### src/rtl/rtcs_defs.vh
// constants of the clock status and system-data block
`ifndef RTCS_DEFS_VH
`define RTCS_DEFS_VH
`define RTCS_IX_AREA_DESC 16'hea10
`define RTCS_IX_AREA_STAT 16'hea12
`define RTCS_IX_STAT_LOC 16'hea14
`define RTCS_IX_HW_STAT 16'hea16
`define RTCS_IX_CORR 16'hea18
`define RTCS_IX_STATUS 16'hea1a
`define RTCS_IX_DATA 16'hea20
`define RTCS_IX_DATA_END 16'hea36
`define RTCS_ST_CLK_ERR 0
`define RTCS_ST_MODE12 1
`define RTCS_ST_CLK_REQ 2
`define RTCS_ST_READABLE 3
`define RTCS_ST_STOP_UPD 4
`define RTCS_ST_CAPTURE 5
`define RTCS_ST_OH_ERR 8
`define RTCS_ST_OH_EN 9
`define RTCS_ST_OH_REQ 10
`define RTCS_ST_PR_ERR 12
`define RTCS_ST_PR_HIT 13
`define RTCS_ST_PR_REQ 14
`define RTCS_ST_SW_MASK 16'h4636
`define RTCS_ST_RSVD 16'h88c0
`define RTCS_ST_RESET 16'h0000
`define RTCS_HW_CORR_BAD 15
`define RTCS_CORR_LIMIT 16'sd400
`define RTCS_CORR_RESET 16'h0000
`define RTCS_DESC_RESET 16'h0000
`define RTCS_W_CLK_SET 5'd4
`define RTCS_W_PR_SET 5'd8
`define RTCS_W_OH_SET 5'd15
`define RTCS_W_TIME_LAST 5'd3
`define RTCS_W_OH_FIRST 5'd12
`define RTCS_W_OH_LAST 5'd14
`define RTCS_W_SNAP 5'd18
`define RTCS_W_LAST 5'd21
`define RTCS_KEEP 8'hff
`define RTCS_PM_BIT 8'h80
`define RTCS_INIT_YEAR 7'd92
`define RTCS_INIT_MONTH 4'd4
`define RTCS_INIT_DAY 5'd1
`define RTCS_INIT_HOUR 5'd12
`define RTCS_INIT_MIN 6'd0
`define RTCS_INIT_SEC 6'd0
`define RTCS_INIT_WDAY 3'd4
`define RTCS_CLK_NS 50
`define RTCS_SEC_NS 1000000000
`endif

### src/rtl/rtcs_mem.v
// clock data area storage: one write port, one registered read port
`timescale 1ns/1ns
`default_nettype none
module rtcs_mem (
  input wire clk, // clock
  input wire we, // write strobe
  input wire [4:0] wa, // write word index
  input wire [15:0] wd, // write data
  input wire [4:0] ra, // read word index
  output reg [15:0] rd // read data, one cycle after ra
);
  reg [15:0] mem_r [0:31];

  always @(posedge clk) begin
    if (we)
      mem_r[wa] <= wd;
    rd <= mem_r[ra];
  end
endmodule // rtcs_mem
`default_nettype wire

### src/rtl/rtcs_top.v
// clock status word, system-data registers and clock data area engine
`timescale 1ns/1ns
`default_nettype none
`include "rtcs_defs.vh"
module rtcs_top #(
  parameter integer SEC_CYCLES = `RTCS_SEC_NS / `RTCS_CLK_NS
) (
  input wire pclk, // bus clock, 20 MHz
  input wire presetn, // asynchronous reset, active low
  input wire psel, // apb select
  input wire penable, // apb access phase
  input wire pwrite, // apb direction, 1 = write
  input wire [19:0] paddr, // apb byte address
  input wire [31:0] pwdata, // apb write data
  output reg [31:0] prdata, // apb read data
  output reg pready, // apb ready
  output reg pslverr, // apb error, unmapped address
  input wire run_mode, // 1 = RUN, 0 = STOP
  input wire power_off, // supply down
  input wire battery_ok, // backup battery fitted
  input wire [1:0] chip_fault, // defect flags of the clock chip
  input wire cycle_start, // pulse at start of a program cycle
  output reg prompt_hit, // prompt-reached flag
  output reg clock_readable // clock-readable flag
);
  localparam S_IDLE = 2'd0;
  localparam S_READ = 2'd1;
  localparam S_EVAL = 2'd2;
  localparam K_CLK = 2'd0;
  localparam K_OH = 2'd1;
  localparam K_PR = 2'd2;

  function [7:0] n2b;
    input [6:0] n;
    reg [6:0] t;
    reg [6:0] u;
    begin
      t = n / 7'd10;
      u = n % 7'd10;
      n2b = {t[3:0], u[3:0]};
    end
  endfunction

  function [6:0] b2n;
    input [7:0] b;
    begin
      b2n = {3'b000, b[7:4]} * 7'd10 + {3'b000, b[3:0]};
    end
  endfunction

  function inr;
    input [7:0] b;
    input [6:0] lo;
    input [6:0] hi;
    begin
      inr = (b == `RTCS_KEEP) || (b[7:4] <= 4'd9 && b[3:0] <= 4'd9 &&
        b2n(b) >= lo && b2n(b) <= hi);
    end
  endfunction

  function hr_ok;
    input [7:0] b;
    input m12;
    begin
      if (b == `RTCS_KEEP)
        hr_ok = 1'b1;
      else if (m12)
        hr_ok = inr({1'b0, b[6:0]}, 7'd1, 7'd12);
      else
        hr_ok = !b[7] && inr(b, 7'd0, 7'd23);
    end
  endfunction

  // AM 12 is noon, PM 12 is midnight
  function [4:0] hr24;
    input [7:0] b;
    input m12;
    reg [6:0] h;
    begin
      h = b2n({1'b0, b[6:0]});
      if (m12 && b[7])
        hr24 = (h == 7'd12) ? 5'd0 : h[4:0] + 5'd12;
      else
        hr24 = h[4:0];
    end
  endfunction

  function [7:0] hr_out;
    input [4:0] h;
    input m12;
    begin
      if (!m12 || (h != 5'd0 && h <= 5'd12))
        hr_out = n2b({2'b00, h});
      else if (h == 5'd0)
        hr_out = n2b(7'd12) | `RTCS_PM_BIT;
      else
        hr_out = n2b({2'b00, h - 5'd12}) | `RTCS_PM_BIT;
    end
  endfunction

  function [4:0] mdays;
    input [3:0] m;
    input [6:0] y;
    begin
      case (m)
        4'd2: mdays = (y[1:0] == 2'b00) ? 5'd29 : 5'd28;
        4'd4, 4'd6, 4'd9, 4'd11: mdays = 5'd30;
        default: mdays = 5'd31;
      endcase
    end
  endfunction

  function [7:0] bcd_inc;
    input [7:0] b;
    begin
      if (b == 8'h99)
        bcd_inc = 8'h00;
      else if (b[3:0] == 4'd9)
        bcd_inc = {b[7:4] + 4'd1, 4'd0};
      else
        bcd_inc = {b[7:4], b[3:0] + 4'd1};
    end
  endfunction

  reg [15:0] stat_r, stat_nxt, desc0_r, desc1_r, desc2_r, corr_r, rd_val;
  reg [1:0] fault_r, st_r, kind_r;
  reg [5:0] sec_r, min_r, oh_sec_r, oh_min_r;
  reg [4:0] hr_r, day_r, wr_idx_r;
  reg [3:0] mon_r;
  reg [6:0] yr_r;
  reg [2:0] wd_r, iss_r, cap_r;
  reg [7:0] oh_h0_r, oh_h1_r, oh_h2_r;
  reg [7:0] pw_r, pd_r, pm_r, py_r, ph_r, pn_r, ps_r;
  reg [31:0] pre_cnt_r, ref_cnt_r;
  reg [63:0] snap_r;
  reg [15:0] sbuf_r [0:3];
  reg [15:0] wr_val;
  reg pend_r, run_d_r, pwr_d_r, pr_arm_r, tick_d_r;
  reg wr_act_r, upd_t_r, upd_h_r, upd_c_r;
  wire [15:0] mem_q;

  wire [15:0] ix = paddr[17:2];
  wire [15:0] dix = ix - `RTCS_IX_DATA;
  wire hi0 = (paddr[19:18] == 2'b00);
  wire in_data = hi0 && ix >= `RTCS_IX_DATA && ix < `RTCS_IX_DATA_END;
  wire hit_ad = hi0 && ix == `RTCS_IX_AREA_DESC;
  wire hit_as = hi0 && ix == `RTCS_IX_AREA_STAT;
  wire hit_sl = hi0 && ix == `RTCS_IX_STAT_LOC;
  wire hit_hw = hi0 && ix == `RTCS_IX_HW_STAT;
  wire hit_co = hi0 && ix == `RTCS_IX_CORR;
  wire hit_st = hi0 && ix == `RTCS_IX_STATUS;
  wire mapped = in_data | hit_ad | hit_as | hit_sl | hit_hw | hit_co | hit_st;
  wire apb_setup = psel && !penable;
  wire apb_wr = psel && penable && pready && pwrite && mapped;
  wire apb_mwr = apb_wr && in_data;
  wire sw_st = apb_wr && hit_st;
  wire mode12 = stat_r[`RTCS_ST_MODE12];

  wire corr_bad = ($signed(corr_r) > `RTCS_CORR_LIMIT) ||
    ($signed(corr_r) < -`RTCS_CORR_LIMIT);
  wire [31:0] per_m1 = SEC_CYCLES - 1 + (corr_bad ? 32'h0 : {{16{corr_r[15]}}, corr_r});
  wire tick = (pre_cnt_r >= per_m1);
  wire ref_exp = (ref_cnt_r >= SEC_CYCLES - 1);
  wire run_fall = run_d_r && !run_mode;
  wire pwr_rise = power_off && !pwr_d_r;
  wire cold = pwr_d_r && !power_off && !battery_ok;

  wire [7:0] bw = sbuf_r[0][7:0];
  wire [7:0] bd = sbuf_r[1][15:8];
  wire [7:0] bm = sbuf_r[1][7:0];
  wire [7:0] by = sbuf_r[2][15:8];
  wire [7:0] bh = sbuf_r[2][7:0];
  wire [7:0] bn = sbuf_r[3][15:8];
  wire [7:0] bs = sbuf_r[3][7:0];
  wire [6:0] nw = b2n(bw);
  wire [6:0] nd = b2n(bd);
  wire [6:0] nn = b2n(bn);
  wire [6:0] ns = b2n(bs);
  wire time_ok = inr(bw, 7'd1, 7'd7) && inr(bd, 7'd1, 7'd31) && inr(bm, 7'd1, 7'd12) &&
    inr(by, 7'd0, 7'd99) && hr_ok(bh, mode12) && inr(bn, 7'd0, 7'd59) &&
    inr(bs, 7'd0, 7'd59);
  wire oh_ok = inr(bw, 7'd0, 7'd59) && inr(bd, 7'd0, 7'd59) && inr(bm, 7'd0, 7'd99) &&
    inr(by, 7'd0, 7'd99) && inr(bh, 7'd0, 7'd99);
  wire ev_done = (st_r == S_EVAL);
  wire ev_ok = (kind_r == K_OH) ? oh_ok : time_ok;
  wire set_clk = ev_done && ev_ok && kind_r == K_CLK;
  wire set_oh = ev_done && ev_ok && kind_r == K_OH;
  wire set_pr = ev_done && ev_ok && kind_r == K_PR;

  // transfers only where the settings may legally be written
  wire xfer_ok = (run_mode || stat_r[`RTCS_ST_STOP_UPD]) && fault_r == 2'b00 &&
    !power_off;
  wire any_req = stat_r[`RTCS_ST_CLK_REQ] | stat_r[`RTCS_ST_OH_REQ] |
    stat_r[`RTCS_ST_PR_REQ];
  wire seq_go = (st_r == S_READ) && !apb_setup && iss_r != 3'd4;
  wire [4:0] seq_base = (kind_r == K_OH) ? `RTCS_W_OH_SET :
    (kind_r == K_PR) ? `RTCS_W_PR_SET : `RTCS_W_CLK_SET;
  wire [4:0] m_ra = apb_setup ? dix[4:0] : seq_base + {3'b000, iss_r[1:0]};

  wire [15:0] tw0 = {8'h00, n2b({4'b0000, wd_r})};
  wire [15:0] tw1 = {n2b({2'b00, day_r}), n2b({3'b000, mon_r})};
  wire [15:0] tw2 = {n2b(yr_r), hr_out(hr_r, mode12)};
  wire [15:0] tw3 = {n2b({1'b0, min_r}), n2b({1'b0, sec_r})};
  wire pr_match = pr_arm_r && (pw_r == `RTCS_KEEP || pw_r == {5'b00000, wd_r}) &&
    (pd_r == `RTCS_KEEP || pd_r == {3'b000, day_r}) &&
    (pm_r == `RTCS_KEEP || pm_r == {4'b0000, mon_r}) &&
    (py_r == `RTCS_KEEP || py_r == {1'b0, yr_r}) &&
    (ph_r == `RTCS_KEEP || ph_r == {3'b000, hr_r}) &&
    (pn_r == `RTCS_KEEP || pn_r == {2'b00, min_r}) &&
    (ps_r == `RTCS_KEEP || ps_r == {2'b00, sec_r});

  // refresh classes: RUN writes time and hours, STOP writes time once on entry and then only with bit 4, never hours
  wire t_new = (ref_exp && !power_off && (run_mode || stat_r[`RTCS_ST_STOP_UPD])) ||
    run_fall;
  wire h_new = ref_exp && !power_off && run_mode;
  wire c_new = stat_r[`RTCS_ST_CAPTURE] && (run_fall || (pwr_rise &&
    (run_mode || stat_r[`RTCS_ST_STOP_UPD])));
  wire w_new = t_new | h_new | c_new;
  wire wr_end = wr_act_r && !apb_mwr && wr_idx_r == `RTCS_W_LAST;
  wire wr_en = (wr_idx_r <= `RTCS_W_TIME_LAST && upd_t_r) ||
    (wr_idx_r >= `RTCS_W_OH_FIRST && wr_idx_r <= `RTCS_W_OH_LAST && upd_h_r) ||
    (wr_idx_r >= `RTCS_W_SNAP && upd_c_r);

  always @* begin
    case (wr_idx_r)
      5'd0: wr_val = tw0;
      5'd1: wr_val = tw1;
      5'd2: wr_val = tw2;
      5'd3: wr_val = tw3;
      5'd12: wr_val = {8'h00, n2b({1'b0, oh_sec_r})};
      5'd13: wr_val = {n2b({1'b0, oh_min_r}), oh_h0_r};
      5'd14: wr_val = {oh_h1_r, oh_h2_r};
      5'd18: wr_val = snap_r[63:48];
      5'd19: wr_val = snap_r[47:32];
      5'd20: wr_val = snap_r[31:16];
      5'd21: wr_val = snap_r[15:0];
      default: wr_val = 16'h0000;
    endcase
  end

  rtcs_mem u_mem (
    .clk(pclk),
    .we(apb_mwr || (wr_act_r && wr_en)),
    .wa(apb_mwr ? dix[4:0] : wr_idx_r),
    .wd(apb_mwr ? pwdata[15:0] : wr_val),
    .ra(m_ra),
    .rd(mem_q)
  );

  always @* begin
    rd_val = 16'h0000;
    if (in_data)
      rd_val = mem_q;
    else if (hit_ad)
      rd_val = desc0_r;
    else if (hit_as)
      rd_val = desc1_r;
    else if (hit_sl)
      rd_val = desc2_r;
    else if (hit_hw)
      rd_val = {corr_bad, 13'h0000, fault_r};
    else if (hit_co)
      rd_val = corr_r;
    else if (hit_st)
      rd_val = stat_r;
  end

  // one wait state so that read data leave a flip-flop
  always @(posedge pclk or negedge presetn) begin
    if (!presetn) begin
      pready <= 1'b0;
      pslverr <= 1'b0;
      prdata <= 32'h00000000;
    end else if (psel && penable && !pready) begin
      pready <= 1'b1;
      pslverr <= !mapped;
      if (!pwrite)
        prdata <= {16'h0000, rd_val};
    end else begin
      pready <= 1'b0;
      pslverr <= 1'b0;
    end
  end

  always @* begin
    stat_nxt = stat_r;
    if (sw_st)
      stat_nxt = (stat_r & ~`RTCS_ST_SW_MASK) | (pwdata[15:0] & `RTCS_ST_SW_MASK);
    if (ev_done && kind_r == K_CLK) begin
      stat_nxt[`RTCS_ST_CLK_REQ] = sw_st && pwdata[`RTCS_ST_CLK_REQ];
      stat_nxt[`RTCS_ST_CLK_ERR] = !time_ok;
    end
    if (ev_done && kind_r == K_OH) begin
      stat_nxt[`RTCS_ST_OH_REQ] = sw_st && pwdata[`RTCS_ST_OH_REQ];
      stat_nxt[`RTCS_ST_OH_ERR] = !oh_ok;
    end
    if (ev_done && kind_r == K_PR) begin
      stat_nxt[`RTCS_ST_PR_REQ] = sw_st && pwdata[`RTCS_ST_PR_REQ];
      stat_nxt[`RTCS_ST_PR_ERR] = !time_ok;
      if (time_ok)
        stat_nxt[`RTCS_ST_PR_HIT] = 1'b0;
    end
    if (tick_d_r && pr_match)
      stat_nxt[`RTCS_ST_PR_HIT] = 1'b1;
    stat_nxt[`RTCS_ST_READABLE] = fault_r == 2'b00 &&
      !(st_r != S_IDLE && kind_r == K_CLK);
    if (cold)
      stat_nxt[`RTCS_ST_MODE12] = 1'b0;
    stat_nxt = stat_nxt & ~`RTCS_ST_RSVD;
  end

  always @(posedge pclk or negedge presetn) begin
    if (!presetn) begin
      stat_r <= `RTCS_ST_RESET;
      desc0_r <= `RTCS_DESC_RESET;
      desc1_r <= `RTCS_DESC_RESET;
      desc2_r <= `RTCS_DESC_RESET;
      corr_r <= `RTCS_CORR_RESET;
      fault_r <= 2'b00;
      prompt_hit <= 1'b0;
      clock_readable <= 1'b0;
    end else begin
      stat_r <= stat_nxt;
      fault_r <= chip_fault;
      prompt_hit <= stat_r[`RTCS_ST_PR_HIT];
      clock_readable <= stat_r[`RTCS_ST_READABLE];
      if (apb_wr && hit_ad)
        desc0_r <= pwdata[15:0];
      if (apb_wr && hit_as)
        desc1_r <= pwdata[15:0];
      if (apb_wr && hit_sl)
        desc2_r <= pwdata[15:0];
      if (apb_wr && hit_co)
        corr_r <= pwdata[15:0];
    end
  end

  // settings fetch: four words per transfer, bus reads take precedence
  always @(posedge pclk or negedge presetn) begin
    if (!presetn) begin
      st_r <= S_IDLE;
      kind_r <= K_CLK;
      iss_r <= 3'd0;
      cap_r <= 3'd0;
      pend_r <= 1'b0;
    end else begin
      pend_r <= seq_go;
      case (st_r)
        S_IDLE: begin
          if (xfer_ok && any_req) begin
            st_r <= S_READ;
            iss_r <= 3'd0;
            cap_r <= 3'd0;
            kind_r <= stat_r[`RTCS_ST_CLK_REQ] ? K_CLK :
              stat_r[`RTCS_ST_OH_REQ] ? K_OH : K_PR;
          end
        end
        S_READ: begin
          if (seq_go)
            iss_r <= iss_r + 3'd1;
          if (pend_r) begin
            cap_r <= cap_r + 3'd1;
            if (cap_r == 3'd3)
              st_r <= S_EVAL;
          end
        end
        default: st_r <= S_IDLE;
      endcase
    end
  end

  always @(posedge pclk) begin
    if (st_r == S_READ && pend_r)
      sbuf_r[cap_r[1:0]] <= mem_q;
  end

  // the clock ticks regardless of mode and power state
  always @(posedge pclk or negedge presetn) begin
    if (!presetn) begin
      pre_cnt_r <= 32'h00000000;
      tick_d_r <= 1'b0;
      sec_r <= `RTCS_INIT_SEC;
      min_r <= `RTCS_INIT_MIN;
      hr_r <= `RTCS_INIT_HOUR;
      day_r <= `RTCS_INIT_DAY;
      mon_r <= `RTCS_INIT_MONTH;
      yr_r <= `RTCS_INIT_YEAR;
      wd_r <= `RTCS_INIT_WDAY;
    end else begin
      pre_cnt_r <= tick ? 32'h00000000 : pre_cnt_r + 32'h00000001;
      tick_d_r <= tick;
      if (tick) begin
        if (sec_r != 6'd59)
          sec_r <= sec_r + 6'd1;
        else begin
          sec_r <= 6'd0;
          if (min_r != 6'd59)
            min_r <= min_r + 6'd1;
          else begin
            min_r <= 6'd0;
            if (hr_r != 5'd23)
              hr_r <= hr_r + 5'd1;
            else begin
              hr_r <= 5'd0;
              wd_r <= (wd_r == 3'd7) ? 3'd1 : wd_r + 3'd1;
              if (day_r != mdays(mon_r, yr_r))
                day_r <= day_r + 5'd1;
              else begin
                day_r <= 5'd1;
                if (mon_r != 4'd12)
                  mon_r <= mon_r + 4'd1;
                else begin
                  mon_r <= 4'd1;
                  yr_r <= (yr_r == 7'd99) ? 7'd0 : yr_r + 7'd1;
                end
              end
            end
          end
        end
      end
      if (set_clk) begin
        if (bw != `RTCS_KEEP) wd_r <= bw[2:0];
        if (bd != `RTCS_KEEP) day_r <= nd[4:0];
        if (bm != `RTCS_KEEP) mon_r <= bm[7:4] != 4'd0 ? 4'd10 + bm[3:0] : bm[3:0];
        if (by != `RTCS_KEEP) yr_r <= b2n(by);
        if (bh != `RTCS_KEEP) hr_r <= hr24(bh, mode12);
        if (bn != `RTCS_KEEP) min_r <= nn[5:0];
        if (bs != `RTCS_KEEP) sec_r <= ns[5:0];
      end
      if (cold) begin
        sec_r <= `RTCS_INIT_SEC;
        min_r <= `RTCS_INIT_MIN;
        hr_r <= `RTCS_INIT_HOUR;
        day_r <= `RTCS_INIT_DAY;
        mon_r <= `RTCS_INIT_MONTH;
        yr_r <= `RTCS_INIT_YEAR;
        wd_r <= `RTCS_INIT_WDAY;
      end
    end
  end

  always @(posedge pclk or negedge presetn) begin
    if (!presetn) begin
      oh_sec_r <= 6'd0;
      oh_min_r <= 6'd0;
      oh_h0_r <= 8'h00;
      oh_h1_r <= 8'h00;
      oh_h2_r <= 8'h00;
      pr_arm_r <= 1'b0;
      {pw_r, pd_r, pm_r, py_r, ph_r, pn_r, ps_r} <= {7{`RTCS_KEEP}};
    end else begin
      if (tick && stat_r[`RTCS_ST_OH_EN] && !power_off) begin
        oh_sec_r <= (oh_sec_r == 6'd59) ? 6'd0 : oh_sec_r + 6'd1;
        if (oh_sec_r == 6'd59) begin
          oh_min_r <= (oh_min_r == 6'd59) ? 6'd0 : oh_min_r + 6'd1;
          if (oh_min_r == 6'd59) begin
            oh_h0_r <= bcd_inc(oh_h0_r);
            if (oh_h0_r == 8'h99) begin
              oh_h1_r <= bcd_inc(oh_h1_r);
              if (oh_h1_r == 8'h99)
                oh_h2_r <= bcd_inc(oh_h2_r);
            end
          end
        end
      end
      if (set_oh) begin
        if (bw != `RTCS_KEEP) oh_sec_r <= nw[5:0];
        if (bd != `RTCS_KEEP) oh_min_r <= nd[5:0];
        if (bm != `RTCS_KEEP) oh_h0_r <= bm;
        if (by != `RTCS_KEEP) oh_h1_r <= by;
        if (bh != `RTCS_KEEP) oh_h2_r <= bh;
      end
      if (set_pr) begin
        pr_arm_r <= 1'b1;
        pw_r <= bw;
        pd_r <= (bd == `RTCS_KEEP) ? bd : {1'b0, b2n(bd)};
        pm_r <= (bm == `RTCS_KEEP) ? bm : {1'b0, b2n(bm)};
        py_r <= (by == `RTCS_KEEP) ? by : {1'b0, b2n(by)};
        ph_r <= (bh == `RTCS_KEEP) ? bh : {3'b000, hr24(bh, mode12)};
        pn_r <= (bn == `RTCS_KEEP) ? bn : {1'b0, b2n(bn)};
        ps_r <= (bs == `RTCS_KEEP) ? bs : {1'b0, b2n(bs)};
      end
    end
  end

  // data-area writer walks all words once per trigger
  always @(posedge pclk or negedge presetn) begin
    if (!presetn) begin
      ref_cnt_r <= 32'h00000000;
      run_d_r <= 1'b0;
      pwr_d_r <= 1'b0;
      snap_r <= 64'h0000000000000000;
      wr_act_r <= 1'b0;
      wr_idx_r <= 5'd0;
      upd_t_r <= 1'b0;
      upd_h_r <= 1'b0;
      upd_c_r <= 1'b0;
    end else begin
      ref_cnt_r <= (cycle_start || ref_exp) ? 32'h00000000 : ref_cnt_r + 32'h00000001;
      run_d_r <= run_mode;
      pwr_d_r <= power_off;
      if (c_new)
        snap_r <= {tw0, tw1, tw2, tw3};
      upd_t_r <= (upd_t_r && !wr_end) || t_new;
      upd_h_r <= (upd_h_r && !wr_end) || h_new;
      upd_c_r <= (upd_c_r && !wr_end) || c_new;
      wr_act_r <= (wr_act_r && !wr_end) || w_new;
      // restart on any trigger so a stop mid-walk still rewrites words 0-3
      if (w_new)
        wr_idx_r <= 5'd0;
      else if (wr_act_r && !apb_mwr && !wr_end)
        wr_idx_r <= wr_idx_r + 5'd1;
    end
  end
endmodule // rtcs_top
`default_nettype wire

### config.mk
export PLATFORM = sky130hd
export DESIGN_NAME = rtcs_top
export DESIGN_NICKNAME = d
export VERILOG_FILES = /design/src/rtl/rtcs_mem.v /design/src/rtl/rtcs_top.v
export VERILOG_INCLUDE_DIRS = /design/src /design/src/rtl
export SDC_FILE = /design/constraint.sdc
export NUM_CORES = 2
export LEC_CHECK = 0
export BUFFER_PORTS_ARGS = -buffer_cell sky130_fd_sc_hd__buf_2
export CORE_ASPECT_RATIO = 1.4
export CORE_MARGIN = 5
export CORE_UTILIZATION = 50
export CTS_BUF_LIST = sky130_fd_sc_hd__clkbuf_8
export DETAILED_ROUTE_END_ITERATION = 16
export PLACE_DENSITY = 0.66
export SLEW_MARGIN = 20
export SYNTH_ARGS = -nofsm -noshare
export SYNTH_HDL_FRONTEND = slang
export SYNTH_SLANG_ARGS = --single-unit
### constraint.sdc
create_clock -name pclk -period 12.75 [get_ports pclk]
set_input_delay 0.6375 -clock pclk [delete_from_list [all_inputs] [get_ports pclk]]
set_output_delay 0.6375 -clock pclk [all_outputs]
set_load 0.1 [all_outputs]
* Word-level counts from Yosys, hierarchy flattened *
Memory sizes are Yosys's and may differ from the RTL's. A register that Yosys moved wholly into a read port is not among the register bits.
Index checks and enable logic that the tools add are counted.

word-level totals
  register bits after elaboration = 370
  bits in writable memories = 576
  input port bits = 63
  output and inout port bits = 36
  word-level logic and storage cells = 583
  memories = 2

memory list
  name         depth  bits a word  read ports  clocked after Yosys merged registers in  write ports  line            text
  u_mem.mem_r  32     16           1           1                                        1            rtcs_mem.v:12   reg [15:0] mem_r [0:31];
  sbuf_r       4      16           4           0                                        1            rtcs_top.v:136  reg [15:0] sbuf_r [0:3];

cells by class
  $add $sub $neg = 34
  $mul = 8
  divide/modulo/power cells = 20
  order comparisons = 49
  equality and inequality tests = 75
  muxes and demuxes = 150
  bitwise logic cells = 12
  reductions and logical operators = 181

operator list
  kind                      number
  $mux W8                   31
  $pmux W16 S11             1
  $eq A8 B8 Y1 const B      17
  $mux W5                   25
  $mux W6                   20
  $logic_and A1 B1 Y1       113
  $mux W16                  7
  $eq A16 B16 Y1 const B    6
  $mux W32                  3
  $ge A7 B1 Y1 const B      11
  $mux W7                   11
  $add A32 B1 Y32 const B   2
  $add A7 B4 Y7             8
  $le A4 B4 Y1 const B      14
  $ne A8 B8 Y1 const B      7
  $mux W4                   12
  $mul A4 B3 Y6 const B     7
  $mux W3                   12
  $add A25 B32 Y32 const A  1
  $ge A32 B25 Y1 const B    1
  $ge A32 B32 Y1            1
  $logic_or A1 B1 Y1        31
  $mux W15                  2
  $add A4 B1 Y4 const B     7
  other kinds (76)          179

* Longest topological paths before layout *
  depth in word-level cells = 18
  depth in mapped cells = 19
  gate-level depth less buffers = 17

* Cells and area by module *
From an unflattened synthesis, not the netlist that was laid out.

second synthesis, totals
  cell total of the unflattened synthesis = 3931
  area total of the unflattened synthesis = 47129.0 µm²

modules (own cells, without submodules)
  module    instances  cells each  area an instance (µm²)  seq. area each (µm²)
  rtcs_top  1          2788        26594.3                 10696.5
  rtcs_mem  1          1143        20534.7                 15695.1

* Worst setup path before layout *
No wires, ideal clock.

  path kind = flip-flop to flip-flop
  start = register corr_r[5]
  end = register mon_r[2]
  library setup time = 82 ps
  arrival = 4590 ps
  required time = 12668 ps
  slack = 8078 ps
  cell stages (with the launch flop) = 20
  cells stage by stage = dfrtp_1 clkbuf_1 a311oi_1 or3_1 o21ai_0 clkbuf_1 nand2_1 ha_1 and2_1 a311o_1 ha_1 nand2_1 nor4_1 a32oi_2 a21o_1 or4_1 buf_2 o21ai_1 o211ai_1 mux2_2

on the way
  longest elaborated chain between the ends = 9
  elaborated cells between the ends (all ways) = 10

RTL lines
  what                                                                      line            text
  start: declaration                                                        rtcs_top.v:125  reg [15:0] stat_r, stat_nxt, desc0_r, desc1_r, desc2_r, corr_r, rd_val;
  start signal: assignment                                                  rtcs_top.v:318  corr_r <= `RTCS_CORR_RESET;
  start signal: assignment                                                  rtcs_top.v:334  corr_r <= pwdata[15:0];
  $gt A16 B10 Y1 (no source line) / $lt A16 B10 Y1 (equally long branches)  n/a
  $logic_or A1 B1 Y1                                                        rtcs_top.v:159  wire corr_bad = ($signed(corr_r) > `RTCS_CORR_LIMIT) ||
  $mux W32 (*)                                                              rtcs_top.v:161  wire [31:0] per_m1 = SEC_CYCLES - 1 + (corr_bad ? 32'h0 : {{16{corr_r[15]}}, corr_r});
  $add A25 B32 Y32 (*)                                                      rtcs_top.v:161
  $ge A32 B32 Y1 (*)                                                        rtcs_top.v:162  wire tick = (pre_cnt_r >= per_m1);
  $mux W4 (*)                                                               rtcs_top.v:392  if (tick) begin
  $mux W4                                                                   rtcs_top.v:424  if (bm != `RTCS_KEEP) mon_r <= bm[7:4] != 4'd0 ? 4'd10 + bm[3:0] : bm[3:0];
  $mux W4 (*)                                                               rtcs_top.v:421  if (set_clk) begin
  $mux W4 (*)                                                               rtcs_top.v:430  if (cold) begin
  end signal: assignment                                                    rtcs_top.v:386  mon_r <= `RTCS_INIT_MONTH;
  end signal: assignment                                                    rtcs_top.v:424
  end signal: assignment                                                    rtcs_top.v:435  mon_r <= `RTCS_INIT_MONTH;
  end: declaration                                                          rtcs_top.v:129  reg [3:0] mon_r;

Mark *: on every way between the ends. The rest lies on a longest branch, timed or not.
A chain may end at the register's enable or synchronous reset.

* Final worst setup path *
  start = register corr_r[5]
  end = register oh_min_r[2]

on the way
  longest elaborated chain between the ends = 10
  elaborated cells between the ends (all ways) = 11

RTL lines
  what                                                                      line            text
  $gt A16 B10 Y1 (no source line) / $lt A16 B10 Y1 (equally long branches)  n/a
  $logic_or A1 B1 Y1                                                        rtcs_top.v:159
  $mux W32 (*)                                                              rtcs_top.v:161
  $add A25 B32 Y32 (*)                                                      rtcs_top.v:161
  $ge A32 B32 Y1 (*)                                                        rtcs_top.v:162
  $logic_and A1 B1 Y1 (*) (2 in series)                                     rtcs_top.v:452  if (tick && stat_r[`RTCS_ST_OH_EN] && !power_off) begin
  $mux W6 (*)                                                               rtcs_top.v:452
  $mux W6                                                                   rtcs_top.v:468  if (bd != `RTCS_KEEP) oh_min_r <= nd[5:0];
  $mux W6 (*)                                                               rtcs_top.v:466  if (set_oh) begin
  end signal: assignment                                                    rtcs_top.v:455  oh_min_r <= (oh_min_r == 6'd59) ? 6'd0 : oh_min_r + 6'd1;
  end signal: assignment                                                    rtcs_top.v:468
  end: declaration                                                          rtcs_top.v:127  reg [5:0] sec_r, min_r, oh_sec_r, oh_min_r;

Marks and branches as above.

==> results.tsv <==
metric	value	unit
status	finished clean	
ctsHoldBuffers	5	
rsz0062_at_grt	false	
numCtsBuffers	146	
vdd_ir_drop_max	0.143	mV
place_ws	7160	ps
h-tree-depth	4	
synth_seq_cells	941	
grt_pass1_vias	31200	
num_rows	132	
drt_first_iter_violations	2826	
ctsResizeCount	0	
drtAntennaViolNets	0	
drt-wirelength-per-cell	24.8	um
synthTopCellsByArea	edfxtp_1 (37%), dfrtp_1 (16%), mux4_2 (6.2%), ha_1 (4.0%), mux2_2 (3.8%)	
ys_async_sr_fraction	0.379	
synth_area_leader_cell	edfxtp_1	
cts_sinks	941	
fin_crit	5580	ps
cap_violations	0	
pwr-share-clk	0.384	
yosys-top-cells-count	edfxtp_1 (568), nand2_1 (318), dfrtp_1 (292)	
hold_viol_final	0	
max_stage_delay	760	ps
start_util	0.504	
routed_via_density	6.08	
fillers	7728	
drc_errors	0	
start_kind	register	
core	92700	sq um
finalWorstSetupSlack	7170	ps
grt_first_pass_wirelength	192000	um
clockBufferDepth	3	
p_leak	19.7	nW
grt.overflow.total	0	
arrival	6300	ps
die_h	371	um
synth_ff_type	edfxtp_1	
fin_skew	46.7	ps
final_nets	4036	
p_seq_frac	0.517	
io_buffers	64	
ys_seq_area_frac	0.566	
synth.most_common_cell	edfxtp_1	
cts_tree	yes	
worst-slew-pin-transition	1210	ps
crit_path_end_kind	register	
fmaxAchievable	179	MHz
syn_to_final_growth	10.6	%
max-slew-margin-rel	0.187	
min_period_over_period	0.437	
yosys_warnings	0	
cp_data_required_time	13470	ps
synth_edf_count	568	
clkLatencyLatePin	830	ps
ios	99	
grt_usage	0.256	
vias	31300	
syn_avg_cell_area	12.7	sq um
grt_start_max_net_pins	129	
die_w	268	um
ys_types	105	
area.sequential	26400	sq um
dp_hpwl	87900	um
setup_viol	0	
synth.top_cell.area_share	0.366	
slowest_stage	inv_2	
internal-power	4.90	mW
path_max_fanout	37	
holdWs	171	ps
cts_root_buf	clkbuf_8	
syn_inst	3676	
slew_violations	0	
die-area	99600	sq um
first_pass_iters	6	
synth_area	46700	sq um
antenna_found_initial	5	
layout-drive-gt1-share	0.202	
p_sw	1.78	mW
path_buf_inv	2	
path_class	register to register	
wl	128000	um
path_clk_slew	70	ps
combPwrFrac	0.099	
holdCritPathClass	input pin to register	
worstPathCellList	a311oi_1 -> or3_1 -> o21ai_0 -> nand2_1 -> ha_1 -> and2_1 -> a311o_1 -> ha_1 -> nand2_1 -> nor4_1 -> a32oi_2 -> buf_4 -> a21o_1 -> inv_2 -> and3_1 -> mux2_2 -> mux2_2	
multi_input_area	19300	sq um
critPathTopFamily	simple AND/OR/NAND/NOR gates	
post_cts_buffers	0	
p_per_area	130	nW/um^2
finalSetupTns	0	ps
sw_frac_of_total	0.267	
gp_congestion	0.958	
==> layout make-up <==
type,instances,area share
Multi-Input combinational cell,2471,0.375
Clock buffer,169,0.0451
Antenna cell,3,0.000146
Inverter,107,0.00779
Clock inverter,101,0.0128
Tap cell,1206,0.0293
Timing Repair Buffer,143,0.0187
Sequential cell,941,0.512
==> worst min-delay path: stages <==
cell     delay [ps]
buf_2           160
nand2_1         110
nor2_1           60
==> worst paths after layout <==
path	cells past startpoint	endpoint	startpoint	slack, ps
setup / recovery	17	oh_min_r[2]$_DFF_PN0_	corr_r[5]$_DFFE_PN0P_	7170
hold / removal	3	pready$_DFF_PN0_	psel	170
setup reg to reg	17	oh_min_r[2]$_DFF_PN0_	corr_r[5]$_DFFE_PN0P_	7170
hold reg to reg	0	clock_readable$_DFF_PN0_	stat_r[3]$_DFF_PN0_	410
max in group asynchronous	5	sec_r[3]$_DFF_PN0_	presetn	9350
min in group asynchronous	2	ref_cnt_r[20]$_DFF_PN0_	presetn	440
==> metrics by stage <==
step           utilization  std cells  cell area (sq um)  total power [mW]
2_1_floorplan            -       3710              46800              3.88
4_1_cts              0.556       5138              51500              6.74
3_3_place_gp         0.524       4863              48500              4.16
3_5_place_dp         0.524       4863              48500              4.17
6_report             0.557       5141              51600              6.69
5_1_grt              0.557       5139              51600              6.93
==> cell families after synthesis <==
family          Yosys count  synth area share
compound gates          685             0.102
xor+xnor                138            0.0259
fa+ha+maj               164            0.0463
buf+inv                 298            0.0267
flops                   941             0.566
mux                     412             0.128
other cells               2          0.000161
simple gates           1036             0.106
==> cell usage in the layout (no fill, tap or decap), types with 16 or more instances in the layout <==
master | synthesis | final
edfxtp_1 | 568 | 568
nand2_1 | 318 | 317
dfrtp_1 | 292 | 292
nor2_1 | 284 | 275
o21ai_0 | 185 | 175
clkbuf_8 | 0 | 169
mux2_2 | 157 | 157
inv_1 | 103 | 153
ha_1 | 148 | 148
a21oi_1 | 143 | 142
mux4_2 | 128 | 128
mux2i_1 | 113 | 111
nand3_1 | 89 | 89
xor2_1 | 75 | 75
buf_4 | 19 | 71
dfstp_2 | 65 | 65
xnor2_1 | 63 | 63
buf_2 | 25 | 63
nand4_1 | 55 | 55
nor3_1 | 57 | 54
and3_1 | 45 | 45
o211ai_1 | 44 | 44
conb_1 | 2 | 36
a31oi_1 | 31 | 29
nand2b_1 | 28 | 28
a211oi_1 | 29 | 28
nor2b_1 | 27 | 27
and2_1 | 26 | 26
a22oi_1 | 25 | 25
clkinv_2 | 0 | 23
nor4_1 | 21 | 21
a221oi_1 | 19 | 19
a222oi_1 | 19 | 19
or2_2 | 18 | 18
o22ai_1 | 17 | 17
dfxtp_1 | 16 | 16
==> sequential cells by signal, indices dropped and copies added, names as in the netlist, 32 cells and up <==
| name | flops |
|---|---|
| pre_cnt_r | 32 |
| ref_cnt_r | 32 |
| sbuf_r | 56 |
| snap_r | 43 |
| u_mem.mem_r | 512 |
==> power groups by stage <==
stage	Sequential, mW	Clock [mW]	Combinational [mW]
detailed placement	3.51	0	0.659
CTS	3.45	2.63	0.662
finish	3.46	2.57	0.661
global route	3.46	2.77	0.698
floorplan	3.53	0	0.347
global placement	3.51	0	0.652
==> metal layers <==
metal	vias up	global-route usage	routed length, um
met2	1104	0.433	63900
met3	309	0.0411	7700
met5	-	0	0
met1	15700	0.312	47700
li1	14100	-	-
met4	0	0.145	8170
Note: power is estimated with default switching activity, not from simulation.
